==> src/hw/lrm_consts.svh <==
// Constants of the relay driver mode and fault controller.
// Assumes a 25 MHz internal clock; the file is included by bare name.
`ifndef LRM_CONSTS_SVH
`define LRM_CONSTS_SVH
`define LRM_CLK_MHZ            25
`define LRM_NUM_CH             8
`define LRM_DIAG_A             3
`define LRM_DIAG_B             7
`define LRM_INIT_TIME_US       100
`define LRM_INIT_CYC           ((`LRM_INIT_TIME_US * `LRM_CLK_MHZ))
`define LRM_WAKE_TIME_US       150
`define LRM_WAKE_CYC           ((`LRM_WAKE_TIME_US * `LRM_CLK_MHZ))
`define LRM_OC_DEL_US          10
`define LRM_OC_CYC             ((`LRM_OC_DEL_US * `LRM_CLK_MHZ))
`define LRM_IDLE_TIME_MS       4
`define LRM_IDLE_CYC           ((`LRM_IDLE_TIME_MS * 1000 * `LRM_CLK_MHZ))
`define LRM_APP_GTSD_BIT       2
`define LRM_APP_DIAG_BIT       3
`define LRM_ERR_RESET_BIT      0
`define LRM_CNT_W              24
`define LRM_REG_CTRL           32'h0000_0000
`define LRM_REG_STATUS         32'h0000_0004
`define LRM_REG_OUT_STATUS     32'h0000_0008
`define LRM_REG_ERR            32'h0000_000c
`define LRM_REG_CFG            32'h0000_0010
`define LRM_REG_OPEN_LOAD      32'h0000_0014
`define LRM_CTRL_SLEEP_BIT     8
`define LRM_CTRL_RESET_BIT     9
`define LRM_CFG_AUTO_BIT       0
`endif

==> src/hw/lrm_pkg.sv <==
// Types of the relay driver mode and fault controller.
// Assumes nothing beyond a SystemVerilog compiler.
package lrm_pkg;
   typedef enum logic [2:0] {
      LRM_UNPOWERED,
      LRM_INIT,
      LRM_NORMAL,
      LRM_UNDERVOLT,
      LRM_SLEEP,
      LRM_RESET,
      LRM_GTSD
   } lrm_mode_e;
endpackage

==> src/hw/lrm_sync.sv <==
// Two flip-flop synchroniser bank for the comparator inputs.
// Assumes asynchronous levels and one clock.
`timescale 1ns/1ps
module lrm_sync #(
   parameter int W = 1
) (
   // Clock and reset
   input  wire logic         aclk,
   input  wire logic         aresetn,
   // Data
   input  wire logic [W-1:0] d,
   output logic      [W-1:0] q
);
   logic [W-1:0] meta_ff;

   always_ff @(posedge aclk) begin
      if (!aresetn) begin
         meta_ff <= '0;
         q       <= '0;
      end else begin
         meta_ff <= d;
         q       <= meta_ff;
      end
   end
endmodule // lrm_sync

==> src/hw/lrm_ctrl.sv <==
// Mode and fault-protection controller of an eight-channel LIN relay driver.
// Assumes comparator levels at the inputs and software on an AXI4-Lite bus
// standing in for the LIN frame decoder (commands and error reports).
//
// Contract
// - Below power-on level, outputs high impedance and LIN disabled.
// - Leaving power-on reset enters init, clears registers, sets error bit zero (the code sets pending bit one, reported as error code 1).
// - Init reads address and position pins; good goes normal, bad goes sleep.
// - Init keeps LIN off, outputs high impedance, ends within init time.
// - No falling bus edge for idle timeout in normal or undervoltage gives sleep.
// - A received go-to-sleep command sends normal mode to sleep.
// - Sleep keeps outputs off, transceiver in wake detect, error bits kept.
// - Wake needs dominant for wake time then recessive; then init.
// - Transceiver active only in normal; off in unpowered, reset, init (the code also enables it in global shutdown).
// - Reset frame enters reset mode, clears registers, sets error bit zero (the code sets pending bit one, reported as error code 1).
// - Normal only after init; channels follow the commanded states.
// - Open load checked on diagnostic channels while off; never blocks switching.
// - Local thermal or overcurrent on diagnostic channels ORed into status bit three.
// - Local thermal limit latches diagnostic channel off and sets both status bits.
// - Latched faults clear only when the master commands the channel off.
// - Global shutdown forces status bit three low.
// - Current above threshold past filter delay latches any channel off.
// - Non-diagnostic overcurrent shows in output status only.
// - Global thermal limit turns all channels off, keeps LIN, sets bit two (the code enters it from normal mode only, not from undervoltage).
// - Global shutdown ends automatically on cooling; bit two clears then.
// - Undervoltage disables LIN, keeps channels, returns on recovery, idle counts.
// - Errors reported highest first; each status read clears exactly one.
//
// Our own choices: the register addresses and the AXI4-Lite interface to the registers.
`timescale 1ns/1ps
`include "lrm_consts.svh"
module lrm_ctrl
   import lrm_pkg::*;
#(
   parameter int IDLE_CYC = `LRM_IDLE_CYC,
   parameter int INIT_CYC = `LRM_INIT_CYC,
   parameter int WAKE_CYC = `LRM_WAKE_CYC,
   parameter int OC_CYC   = `LRM_OC_CYC
) (
   // Clock and reset
   input  wire logic        aclk,
   input  wire logic        aresetn,
   // AXI4-Lite slave
   input  wire logic [31:0] s_axi_awaddr,
   input  wire logic        s_axi_awvalid,
   output logic             s_axi_awready,
   input  wire logic [31:0] s_axi_wdata,
   input  wire logic [3:0]  s_axi_wstrb,
   input  wire logic        s_axi_wvalid,
   output logic             s_axi_wready,
   output logic [1:0]       s_axi_bresp,
   output logic             s_axi_bvalid,
   input  wire logic        s_axi_bready,
   input  wire logic [31:0] s_axi_araddr,
   input  wire logic        s_axi_arvalid,
   output logic             s_axi_arready,
   output logic [31:0]      s_axi_rdata,
   output logic [1:0]       s_axi_rresp,
   output logic             s_axi_rvalid,
   input  wire logic        s_axi_rready,
   // Comparators and sensors
   input  wire logic        supply_por_ok,
   input  wire logic        supply_uv_low,
   input  wire logic        supply_uv_high,
   input  wire logic        global_thermal_hot,
   input  wire logic        global_thermal_cool,
   input  wire logic [7:0]  overcurrent_det,
   input  wire logic [1:0]  local_thermal_det,
   input  wire logic [1:0]  open_load_det,
   input  wire logic        lin_rx_dominant,
   input  wire logic        node_address_pin_ok,
   input  wire logic        position_config_pin_ok,
   input  wire logic        config_read_done,
   // Driver and transceiver control
   output logic [7:0]       chan_on,
   output logic [7:0]       chan_hiz,
   output logic             lin_enable,
   output logic             lin_wake_detect,
   output logic             config_read_req,
   output logic [2:0]       mode
);

   // ----------------------------------------------------------------
   // Helpers
   // ----------------------------------------------------------------
   function automatic logic is_diag(input int i);
      return (i == `LRM_DIAG_A) || (i == `LRM_DIAG_B);
   endfunction

   function automatic logic [2:0] top_err(input logic [7:0] pend);
      logic [2:0] r;
      r = 3'h0;
      for (int k = 1; k < 8; k++) begin
         if (pend[k]) begin
            r = 3'(k);
         end
      end
      return r;
   endfunction

   // ----------------------------------------------------------------
   // Input synchronisation
   // ----------------------------------------------------------------
   logic [20:0] raw_in;
   logic [20:0] syn;
   assign raw_in = {supply_por_ok, supply_uv_low, supply_uv_high, global_thermal_hot,
                    global_thermal_cool, overcurrent_det, local_thermal_det, open_load_det,
                    lin_rx_dominant, node_address_pin_ok, position_config_pin_ok,
                    config_read_done};

   lrm_sync #(.W(21)) u_sync (
      .aclk    (aclk),
      .aresetn (aresetn),
      .d       (raw_in),
      .q       (syn)
   );

   logic       por_ok;
   logic       uv_low;
   logic       uv_high;
   logic       gt_hot;
   logic       gt_cool;
   logic [7:0] oc_s;
   logic [1:0] lt_s;
   logic [1:0] ol_s;
   logic       rx_dom;
   logic       cfg_ok;
   logic       cfg_done;
   assign por_ok   = syn[20];
   assign uv_low   = syn[19];
   assign uv_high  = syn[18];
   assign gt_hot   = syn[17];
   assign gt_cool  = syn[16];
   assign oc_s     = syn[15:8];
   assign lt_s     = syn[7:6];
   assign ol_s     = syn[5:4];
   assign rx_dom   = syn[3];
   assign cfg_ok   = syn[2] & syn[1];
   assign cfg_done = syn[0];

   // ----------------------------------------------------------------
   // Register state
   // ----------------------------------------------------------------
   lrm_mode_e  mode_ff;
   lrm_mode_e  nxt_mode;
   logic [7:0] cmd_ff;
   logic [7:0] ovc_ff;
   logic [1:0] lts_ff;
   logic [1:0] ol_ff;
   logic [7:0] err_pend_ff;
   logic [7:0] err_set_pulse;
   logic       sleep_cmd;
   logic       reset_cmd;
   logic       st_read;
   logic       defaults;
   logic       cnt_clr;
   logic [`LRM_CNT_W-1:0] idle_cnt_ff;
   logic [`LRM_CNT_W-1:0] mode_cnt_ff;
   logic       rx_dom_d_ff;
   logic       wake_armed_ff;
   logic [2:0] err_code;
   logic [4:0] app_status_field;

   assign defaults = (mode_ff == LRM_UNPOWERED) || (mode_ff == LRM_RESET);

   // ----------------------------------------------------------------
   // Mode state machine
   // ----------------------------------------------------------------
   always_comb begin
      nxt_mode = mode_ff;
      case (mode_ff)
         LRM_UNPOWERED: if (por_ok) nxt_mode = LRM_INIT;
         LRM_INIT: begin
            if (cfg_done) begin
               nxt_mode = cfg_ok ? LRM_NORMAL : LRM_SLEEP;
            end else if (mode_cnt_ff >= `LRM_CNT_W'(INIT_CYC - 1)) begin
               nxt_mode = LRM_SLEEP;
            end
         end
         LRM_NORMAL: begin
            if (reset_cmd) begin
               nxt_mode = LRM_RESET;
            end else if (sleep_cmd || idle_cnt_ff >= `LRM_CNT_W'(IDLE_CYC - 1)) begin
               nxt_mode = LRM_SLEEP;
            end else if (gt_hot) begin
               nxt_mode = LRM_GTSD;
            end else if (uv_low) begin
               nxt_mode = LRM_UNDERVOLT;
            end
         end
         LRM_UNDERVOLT: begin
            if (idle_cnt_ff >= `LRM_CNT_W'(IDLE_CYC - 1)) begin
               nxt_mode = LRM_SLEEP;
            end else if (uv_high) begin
               nxt_mode = LRM_NORMAL;
            end
         end
         LRM_SLEEP: if (wake_armed_ff && !rx_dom) nxt_mode = LRM_INIT;
         LRM_RESET: nxt_mode = LRM_INIT;
         LRM_GTSD: if (gt_cool) nxt_mode = LRM_NORMAL;
         default: nxt_mode = LRM_UNPOWERED;
      endcase
      if (!por_ok) begin
         nxt_mode = LRM_UNPOWERED;
      end
   end

   always_ff @(posedge aclk) begin
      if (!aresetn) begin
         mode_ff <= LRM_UNPOWERED;
      end else begin
         mode_ff <= nxt_mode;
      end
   end

   assign cnt_clr = (nxt_mode != mode_ff);

   // ----------------------------------------------------------------
   // Timers
   // ----------------------------------------------------------------
   always_ff @(posedge aclk) begin
      if (!aresetn) begin
         rx_dom_d_ff <= 1'b0;
         idle_cnt_ff <= '0;
      end else begin
         rx_dom_d_ff <= rx_dom;
         if ((rx_dom && !rx_dom_d_ff) ||
             !(mode_ff == LRM_NORMAL || mode_ff == LRM_UNDERVOLT || mode_ff == LRM_GTSD)) begin
            idle_cnt_ff <= '0;
         end else if (idle_cnt_ff != '1) begin
            idle_cnt_ff <= idle_cnt_ff + 1'b1;
         end
      end
   end

   always_ff @(posedge aclk) begin
      if (!aresetn) begin
         mode_cnt_ff   <= '0;
         wake_armed_ff <= 1'b0;
      end else begin
         if (cnt_clr || (mode_ff == LRM_SLEEP && !rx_dom)) begin
            mode_cnt_ff <= '0;
         end else if (mode_cnt_ff != '1) begin
            mode_cnt_ff <= mode_cnt_ff + 1'b1;
         end
         if (mode_ff != LRM_SLEEP || cnt_clr) begin
            wake_armed_ff <= 1'b0;
         end else if (rx_dom && mode_cnt_ff >= `LRM_CNT_W'(WAKE_CYC - 1)) begin
            wake_armed_ff <= 1'b1;
         end
      end
   end

   // ----------------------------------------------------------------
   // Channel fault protection
   // ----------------------------------------------------------------
   genvar gi;
   generate
      for (gi = 0; gi < `LRM_NUM_CH; gi++) begin : g_ch
         logic [`LRM_CNT_W-1:0] oc_cnt_ff;
         always_ff @(posedge aclk) begin
            if (!aresetn || defaults) begin
               oc_cnt_ff   <= '0;
               ovc_ff[gi]  <= 1'b0;
            end else begin
               if (!oc_s[gi] || !chan_on[gi]) begin
                  oc_cnt_ff <= '0;
               end else if (oc_cnt_ff != '1) begin
                  oc_cnt_ff <= oc_cnt_ff + 1'b1;
               end
               if (oc_s[gi] && chan_on[gi] && oc_cnt_ff >= `LRM_CNT_W'(OC_CYC - 1)) begin
                  ovc_ff[gi] <= 1'b1;
               end else if (!cmd_ff[gi]) begin
                  ovc_ff[gi] <= 1'b0;
               end
            end
         end
      end
      for (gi = 0; gi < 2; gi++) begin : g_diag
         localparam int CH = (gi == 0) ? `LRM_DIAG_A : `LRM_DIAG_B;
         always_ff @(posedge aclk) begin
            if (!aresetn || defaults) begin
               lts_ff[gi] <= 1'b0;
               ol_ff[gi]  <= 1'b0;
            end else begin
               if (lt_s[gi]) begin
                  lts_ff[gi] <= 1'b1;
               end else if (!cmd_ff[CH]) begin
                  lts_ff[gi] <= 1'b0;
               end
               if (!chan_on[CH] && mode_ff != LRM_SLEEP) begin
                  ol_ff[gi] <= ol_s[gi];
               end
            end
         end
      end
   endgenerate

   always_ff @(posedge aclk) begin
      if (!aresetn) begin
         chan_on  <= '0;
         chan_hiz <= '1;
      end else begin
         for (int i = 0; i < `LRM_NUM_CH; i++) begin
            chan_on[i] <= (nxt_mode == LRM_NORMAL || nxt_mode == LRM_UNDERVOLT) &&
                          cmd_ff[i] && !ovc_ff[i] &&
                          !(is_diag(i) && lts_ff[(i == `LRM_DIAG_A) ? 0 : 1]);
         end
         chan_hiz <= (nxt_mode == LRM_UNPOWERED || nxt_mode == LRM_INIT ||
                      nxt_mode == LRM_RESET) ? 8'hff : 8'h00;
      end
   end

   always_ff @(posedge aclk) begin
      if (!aresetn) begin
         lin_enable      <= 1'b0;
         lin_wake_detect <= 1'b0;
         config_read_req <= 1'b0;
         mode            <= 3'h0;
      end else begin
         lin_enable      <= (nxt_mode == LRM_NORMAL || nxt_mode == LRM_GTSD);
         lin_wake_detect <= (nxt_mode == LRM_SLEEP);
         config_read_req <= (nxt_mode == LRM_INIT);
         mode            <= nxt_mode;
      end
   end

   // ----------------------------------------------------------------
   // Status fields and error reporting
   // ----------------------------------------------------------------
   always_comb begin
      app_status_field = 5'h00;
      app_status_field[`LRM_APP_GTSD_BIT] = (mode_ff == LRM_GTSD);
      app_status_field[`LRM_APP_DIAG_BIT] = (mode_ff != LRM_GTSD) &&
         (|lts_ff || ovc_ff[`LRM_DIAG_A] || ovc_ff[`LRM_DIAG_B]);
   end

   assign err_code = top_err(err_pend_ff);

   always_ff @(posedge aclk) begin
      if (!aresetn) begin
         err_pend_ff <= 8'h00;
      end else if (defaults) begin
         err_pend_ff <= 8'h00 | (8'h01 << (`LRM_ERR_RESET_BIT + 1));
      end else begin
         for (int k = 1; k < 8; k++) begin
            if (err_set_pulse[k]) begin
               err_pend_ff[k] <= 1'b1;
            end else if (st_read && mode_ff != LRM_SLEEP && err_code == 3'(k)) begin
               err_pend_ff[k] <= 1'b0;
            end
         end
         err_pend_ff[0] <= 1'b0;
      end
   end

   // ----------------------------------------------------------------
   // AXI4-Lite slave
   // ----------------------------------------------------------------
   logic        aw_got_ff;
   logic        w_got_ff;
   logic [31:0] awaddr_ff;
   logic [31:0] wdata_ff;
   logic        wr_go;
   logic        wr_ok;
   logic        cfg_auto_ff;

   assign wr_go = aw_got_ff && w_got_ff && !s_axi_bvalid;
   assign wr_ok = (awaddr_ff == `LRM_REG_CTRL) || (awaddr_ff == `LRM_REG_ERR) ||
                  (awaddr_ff == `LRM_REG_CFG);
   assign sleep_cmd = wr_go && awaddr_ff == `LRM_REG_CTRL && wdata_ff[`LRM_CTRL_SLEEP_BIT];
   assign reset_cmd = wr_go && awaddr_ff == `LRM_REG_CTRL && wdata_ff[`LRM_CTRL_RESET_BIT];
   assign err_set_pulse = (wr_go && awaddr_ff == `LRM_REG_ERR) ? (wdata_ff[7:0] & 8'hfe) : 8'h00;
   assign st_read = s_axi_arvalid && s_axi_arready && s_axi_araddr == `LRM_REG_STATUS;

   always_ff @(posedge aclk) begin
      if (!aresetn) begin
         aw_got_ff     <= 1'b0;
         w_got_ff      <= 1'b0;
         awaddr_ff     <= 32'h0;
         wdata_ff      <= 32'h0;
         s_axi_awready <= 1'b0;
         s_axi_wready  <= 1'b0;
         s_axi_bvalid  <= 1'b0;
         s_axi_bresp   <= 2'h0;
      end else begin
         s_axi_awready <= !aw_got_ff && !s_axi_awready && s_axi_awvalid;
         s_axi_wready  <= !w_got_ff && !s_axi_wready && s_axi_wvalid;
         if (s_axi_awvalid && s_axi_awready) begin
            aw_got_ff <= 1'b1;
            awaddr_ff <= s_axi_awaddr;
         end
         if (s_axi_wvalid && s_axi_wready) begin
            w_got_ff <= 1'b1;
            wdata_ff <= s_axi_wdata;
         end
         if (wr_go) begin
            aw_got_ff    <= 1'b0;
            w_got_ff     <= 1'b0;
            s_axi_bvalid <= 1'b1;
            s_axi_bresp  <= wr_ok ? 2'h0 : 2'h2;
         end else if (s_axi_bready) begin
            s_axi_bvalid <= 1'b0;
         end
      end
   end

   always_ff @(posedge aclk) begin
      if (!aresetn || defaults) begin
         cmd_ff      <= 8'h00;
         cfg_auto_ff <= 1'b0;
      end else if (wr_go && awaddr_ff == `LRM_REG_CTRL && s_axi_wstrb[0]) begin
         cmd_ff <= wdata_ff[7:0];
      end else if (wr_go && awaddr_ff == `LRM_REG_CFG && s_axi_wstrb[0]) begin
         cfg_auto_ff <= wdata_ff[`LRM_CFG_AUTO_BIT];
      end
   end

   always_ff @(posedge aclk) begin
      if (!aresetn) begin
         s_axi_arready <= 1'b0;
         s_axi_rvalid  <= 1'b0;
         s_axi_rdata   <= 32'h0;
         s_axi_rresp   <= 2'h0;
      end else begin
         s_axi_arready <= !s_axi_arready && !s_axi_rvalid && s_axi_arvalid;
         if (s_axi_arvalid && s_axi_arready) begin
            s_axi_rvalid <= 1'b1;
            s_axi_rresp  <= 2'h0;
            case (s_axi_araddr)
               `LRM_REG_CTRL:       s_axi_rdata <= {24'h0, cmd_ff};
               `LRM_REG_STATUS:     s_axi_rdata <= {16'h0, 5'h0, mode_ff, app_status_field, err_code};
               `LRM_REG_OUT_STATUS: s_axi_rdata <= {16'h0, 6'h0, lts_ff, ovc_ff};
               `LRM_REG_ERR:        s_axi_rdata <= {24'h0, err_pend_ff};
               `LRM_REG_CFG:        s_axi_rdata <= {31'h0, cfg_auto_ff};
               `LRM_REG_OPEN_LOAD:  s_axi_rdata <= {30'h0, ol_ff};
               default: begin
                  s_axi_rdata <= 32'h0;
                  s_axi_rresp <= 2'h2;
               end
            endcase
         end else if (s_axi_rready) begin
            s_axi_rvalid <= 1'b0;
         end
      end
   end
endmodule // lrm_ctrl

==> config.mk <==
export PLATFORM = sky130hd
export DESIGN_NAME = lrm_ctrl
export DESIGN_NICKNAME = d
export VERILOG_FILES = /design/src/hw/lrm_pkg.sv /design/src/hw/lrm_sync.sv /design/src/hw/lrm_ctrl.sv
export VERILOG_INCLUDE_DIRS = /design/src /design/src/hw
export SDC_FILE = /design/constraint.sdc
export NUM_CORES = 1
export LEC_CHECK = 0
export ABC_AREA = 1
export BUFFER_PORTS_ARGS = -buffer_cell sky130_fd_sc_hd__buf_2
export CAP_MARGIN = 20
export CORE_AREA = 5 5 202 204
export DETAILED_ROUTE_END_ITERATION = 10
export DIE_AREA = 0 0 207 209
export MAX_ROUTING_LAYER = met4
export PLACE_DENSITY = 0.72
export SLEW_MARGIN = 20
export SYNTH_ARGS = -nofsm -noshare
export SYNTH_HDL_FRONTEND = slang
export SYNTH_SLANG_ARGS = --single-unit
==> constraint.sdc <==
create_clock -name aclk -period 2.1 [get_ports aclk]
set_input_delay 0.42 -clock aclk [delete_from_list [all_inputs] [get_ports aclk]]
set_output_delay 0.42 -clock aclk [all_outputs]
set_load 0.02 [all_outputs]
==> run_results.csv <==
group,metric,value,unit
floorplanning,dieArea,43300,µm²
worst_setup_path,required,2.60,ns
worst_setup_path,crit_type,"reg2reg",
final_layout,final_nets,3133,
worst_setup_path,start_kind,"flip-flop",
route,post-route-drc-count,0,
sta,fin_skew,0.00976,ns
place,dpl.hpwl,35.0,mm
yosys,synthArstFlopShare,0,
place,globalplace.congestion,0.919,
place,dp_cells,3445,
grt,grt_pass1_vias,16919,
power,peakVddDrop,0.529,mV
floorplanning,dieHeight,209,µm
min_path,min_path_cells,3,
grt,grtUsageMet3,0.0303,
route,final_antenna_net_count,0,
status,failed_checks,"setup timing",
floorplanning,die_w,207,µm
grt,antenna_found_initial,3,
sta,fmax,0.472,GHz
power,power_density,662,nW/µm²
grt,grtUsageMet2,0.345,
sta,setup_viol,19,
sta,min_period_over_period,1.01,
clock_tree,postCtsHoldBufs,0,
yosys,syn_inst,2706,
grt,grt_max_degree,81,
sta,tightest_slew,0.961,ns
grt,grt_use_met1,0.270,
floorplanning,core_area,39100,µm²
grt,grt-busiest-layer,"met2",
grt,grt.overflow.total,0,
clock_tree,cts.sinks,389,
floorplanning,start_util,0.490,
route,wl,47.6,mm
clock_tree,clk_latency,0.56,ns
sta,setup_slack,-0.0177,ns
final_layout,final_cell_mix,"inv_1 (435), nand2_1 (429), dfxtp_1 (367)",
min_path,hp-class,"in2reg",
yosys,mappedNetlistArea,19200,µm²
grt,grt.total_usage,0.214,
worst_setup_path,path_max_fanout,5,
worst_setup_path,cpMaxStageDelayCell,"dfxtp_2",
grt,grt_pass1_wl,77.8,mm
sta,post-route-min-period,2.12,ns
worst_setup_path,end_kind,"flip-flop",
final_layout,final_common_cell,"inv_1",
final_layout,syn2layout_area_growth,20.6,%
clock_tree,root_buffer,"clkbuf_16",
yosys,yosysWarnings,0,
worst_setup_path,worstPathArrival,2.62,ns
status,status,"finished, violations left",
sta,hold_violations,0,
yosys,ys_seq_area_frac,0.406,
worst_setup_path,path_cells,"ha_2 > nand2_2 > o21ai_2 > nand3_1 > nand3_2 > nor2_1 > nor2_1 > nand3_4 > nand3_2 > nand2_2 > nor2_4 > nand3_4 > clkbuf_16 > nor2_4",
route,wl_per_cell,13.5,µm
sta,tns,-0.211,ns
power,p_leak,0.0102,µW
yosys,ys_ff_latch,389,
worst_setup_path,r2r_cells,14,
sta,relSlewSlack,0.359,
clock_tree,h-tree-depth,2,
worst_setup_path,r2r_slack,-0.02,ns
run,maxCapViolCount,0,
final_layout,drive_above_1_share,0.192,
floorplanning,io_pins,191,
yosys,synth_ff_type,"dfxtp_1",
yosys,synth_edf_count,0,
yosys,postSynthAreaPerCell,7.08,µm²
route,viasPerCell,5.11,
yosys,synth.distinct_cells,61,
sta,slew_viol_final,0,
route,dr.pass1.iters,5,
worst_setup_path,worstReg2RegEnd,"mode_cnt_ff[8]$_SDFFE_PP0P_",
min_path,hold_start,"overcurrent_det[0]",
clock_tree,cts_tree,"built",
floorplanning,num_rows,73,
clock_tree,cts_max_path_buffers,3,
route,vias,18075,
power,finalPower,15300,µW
worst_setup_path,cpPeakStageDelay,0.34,ns
final_layout,fillCellCount,3600,
clock_tree,clkTransAtPathRegs,0.06,ns
worst_setup_path,rr_startpoint,"idle_cnt_ff[1]$_SDFFE_PP0P_",
final_layout,instances_no_fill,3535,
min_path,hold_end,"u_sync.meta_ff[8]$_SDFF_PN0_",
place,portBuffers,142,
route,drt-initial-drc-count,808,
sta,rsz0062_at_grt,"yes",
clock_tree,numCtsBuffers,42,
## repair_timing
item	in CTS	in global routing
resized for setup	7	141
buffers inserted	0	12
pin swaps	0	41
setup endpoints to repair	26	113
cloned	0	1
## cells in the mapped netlist (8+ instances only)
master | instances | area share
nand2_1 | 447 | 0.088
inv_1 | 442 | 0.087
dfxtp_1 | 389 | 0.41
nor2_1 | 362 | 0.071
o21ai_0 | 180 | 0.047
nand3_1 | 160 | 0.042
a21oi_1 | 126 | 0.033
nor3_1 | 87 | 0.023
nand4_1 | 74 | 0.024
xor2_1 | 58 | 0.027
nor4_1 | 55 | 0.018
xnor2_1 | 36 | 0.016
buf_4 | 30 | 0.012
clkbuf_1 | 30 | 0.0059
nor2_4 | 29 | 0.017
ha_1 | 28 | 0.018
or2_2 | 19 | 0.0062
a31oi_1 | 14 | 0.0046
nand2_2 | 14 | 0.0046
buf_2 | 11 | 0.0029
nor3_2 | 9 | 0.0047
inv_2 | 8 | 0.0016
nand3_2 | 8 | 0.0042
nor2_2 | 8 | 0.0026
## layer usage
metal  up-vias  part of all wire
met4         0             0.034
met3       102             0.048
met2       444              0.47
met1      8305              0.45
met5         -                 0
li1       9224                 -
## sequential cells by signal (all words and copies together), names as in the netlist, 3 cells and up
register,count
g_ch.oc_cnt_ff,192
awaddr_ff,32
idle_cnt_ff,24
mode_cnt_ff,24
u_sync.meta_ff,21
u_sync.q,21
s_axi_rdata,11
wdata_ff,10
chan_on,8
cmd_ff,8
ovc_ff,8
err_pend_ff,7
mode,3
## per-stage QoR
stage	cell area, µm²	util	setup WS, ns	hold slack [ns]
after floorplan	19200	-	0.138	0.390
after global placement	21200	0.541	-0.00771	0.397
after detailed placement	21200	0.541	-0.0923	0.400
after CTS	22500	0.576	0.00173	0.00849
after global routing	23100	0.591	-0.181	0.0313
final	23100	0.591	-0.0177	0.0408
## report_power, final
| group | total, µW | internal, µW | switching [µW] | leakage [µW] |
|---|---|---|---|---|
| clock | 7190 | 4170 | 3030 | 0.000662 |
| combinational | 587 | 229 | 358 | 0.00642 |
| sequential | 7530 | 7470 | 52.7 | 0.00316 |
## how the worst max path moves through the flow
stage	slack, ns	end	startpoint
2_1_floorplan	0.14	mode_cnt_ff[14]$_SDFFE_PP0P_	mode[2]$_SDFF_PN0_
3_3_place_gp	-0.008	s_axi_rdata[6]$_SDFFE_PN0P_	s_axi_araddr[11]
3_5_place_dp	-0.09	s_axi_rdata[5]$_SDFFE_PN0P_	s_axi_araddr[15]
5_1_grt	-0.18	mode_cnt_ff[23]$_SDFFE_PP0P_	idle_cnt_ff[22]$_SDFFE_PP0P_
4_1_cts	0.002	mode_cnt_ff[19]$_SDFFE_PP0P_	mode_cnt_ff[0]$_SDFFE_PP0P_
6_report	-0.02	mode_cnt_ff[8]$_SDFFE_PP0P_	idle_cnt_ff[1]$_SDFFE_PP0P_
## cell families after synthesis
logic type | synth area share
AOI/OAI and AO/OA | 0.105
xor gates and xnor gates | 0.0430
adders and majority gates | 0.0183
buffers and inverters | 0.112
DFF | 0.406
other | 0.000196
and+or+nand+nor | 0.315
## critical path, delay by kind of cell, from the launching register on
kind	cells	cell delay [ns]
compound gates	1	0.18
fa+ha+maj	1	0.19
simple gates	11	1.12
flops	1	0.34
buf+inv	1	0.22
## area by class of cell
class,instances,area (µm²),area share
diodes,3,7.51,0.000325
clock buffers,51,1160,0.0500
clock inverters,23,181,0.00785
inverters,451,1700,0.0737
multi-input cells,1811,9770,0.423
flip-flops and latches,389,7820,0.338
well taps,525,657,0.0284
repair buffers,282,1820,0.0789
No activity file was read; power rests on OpenSTA's default activity.
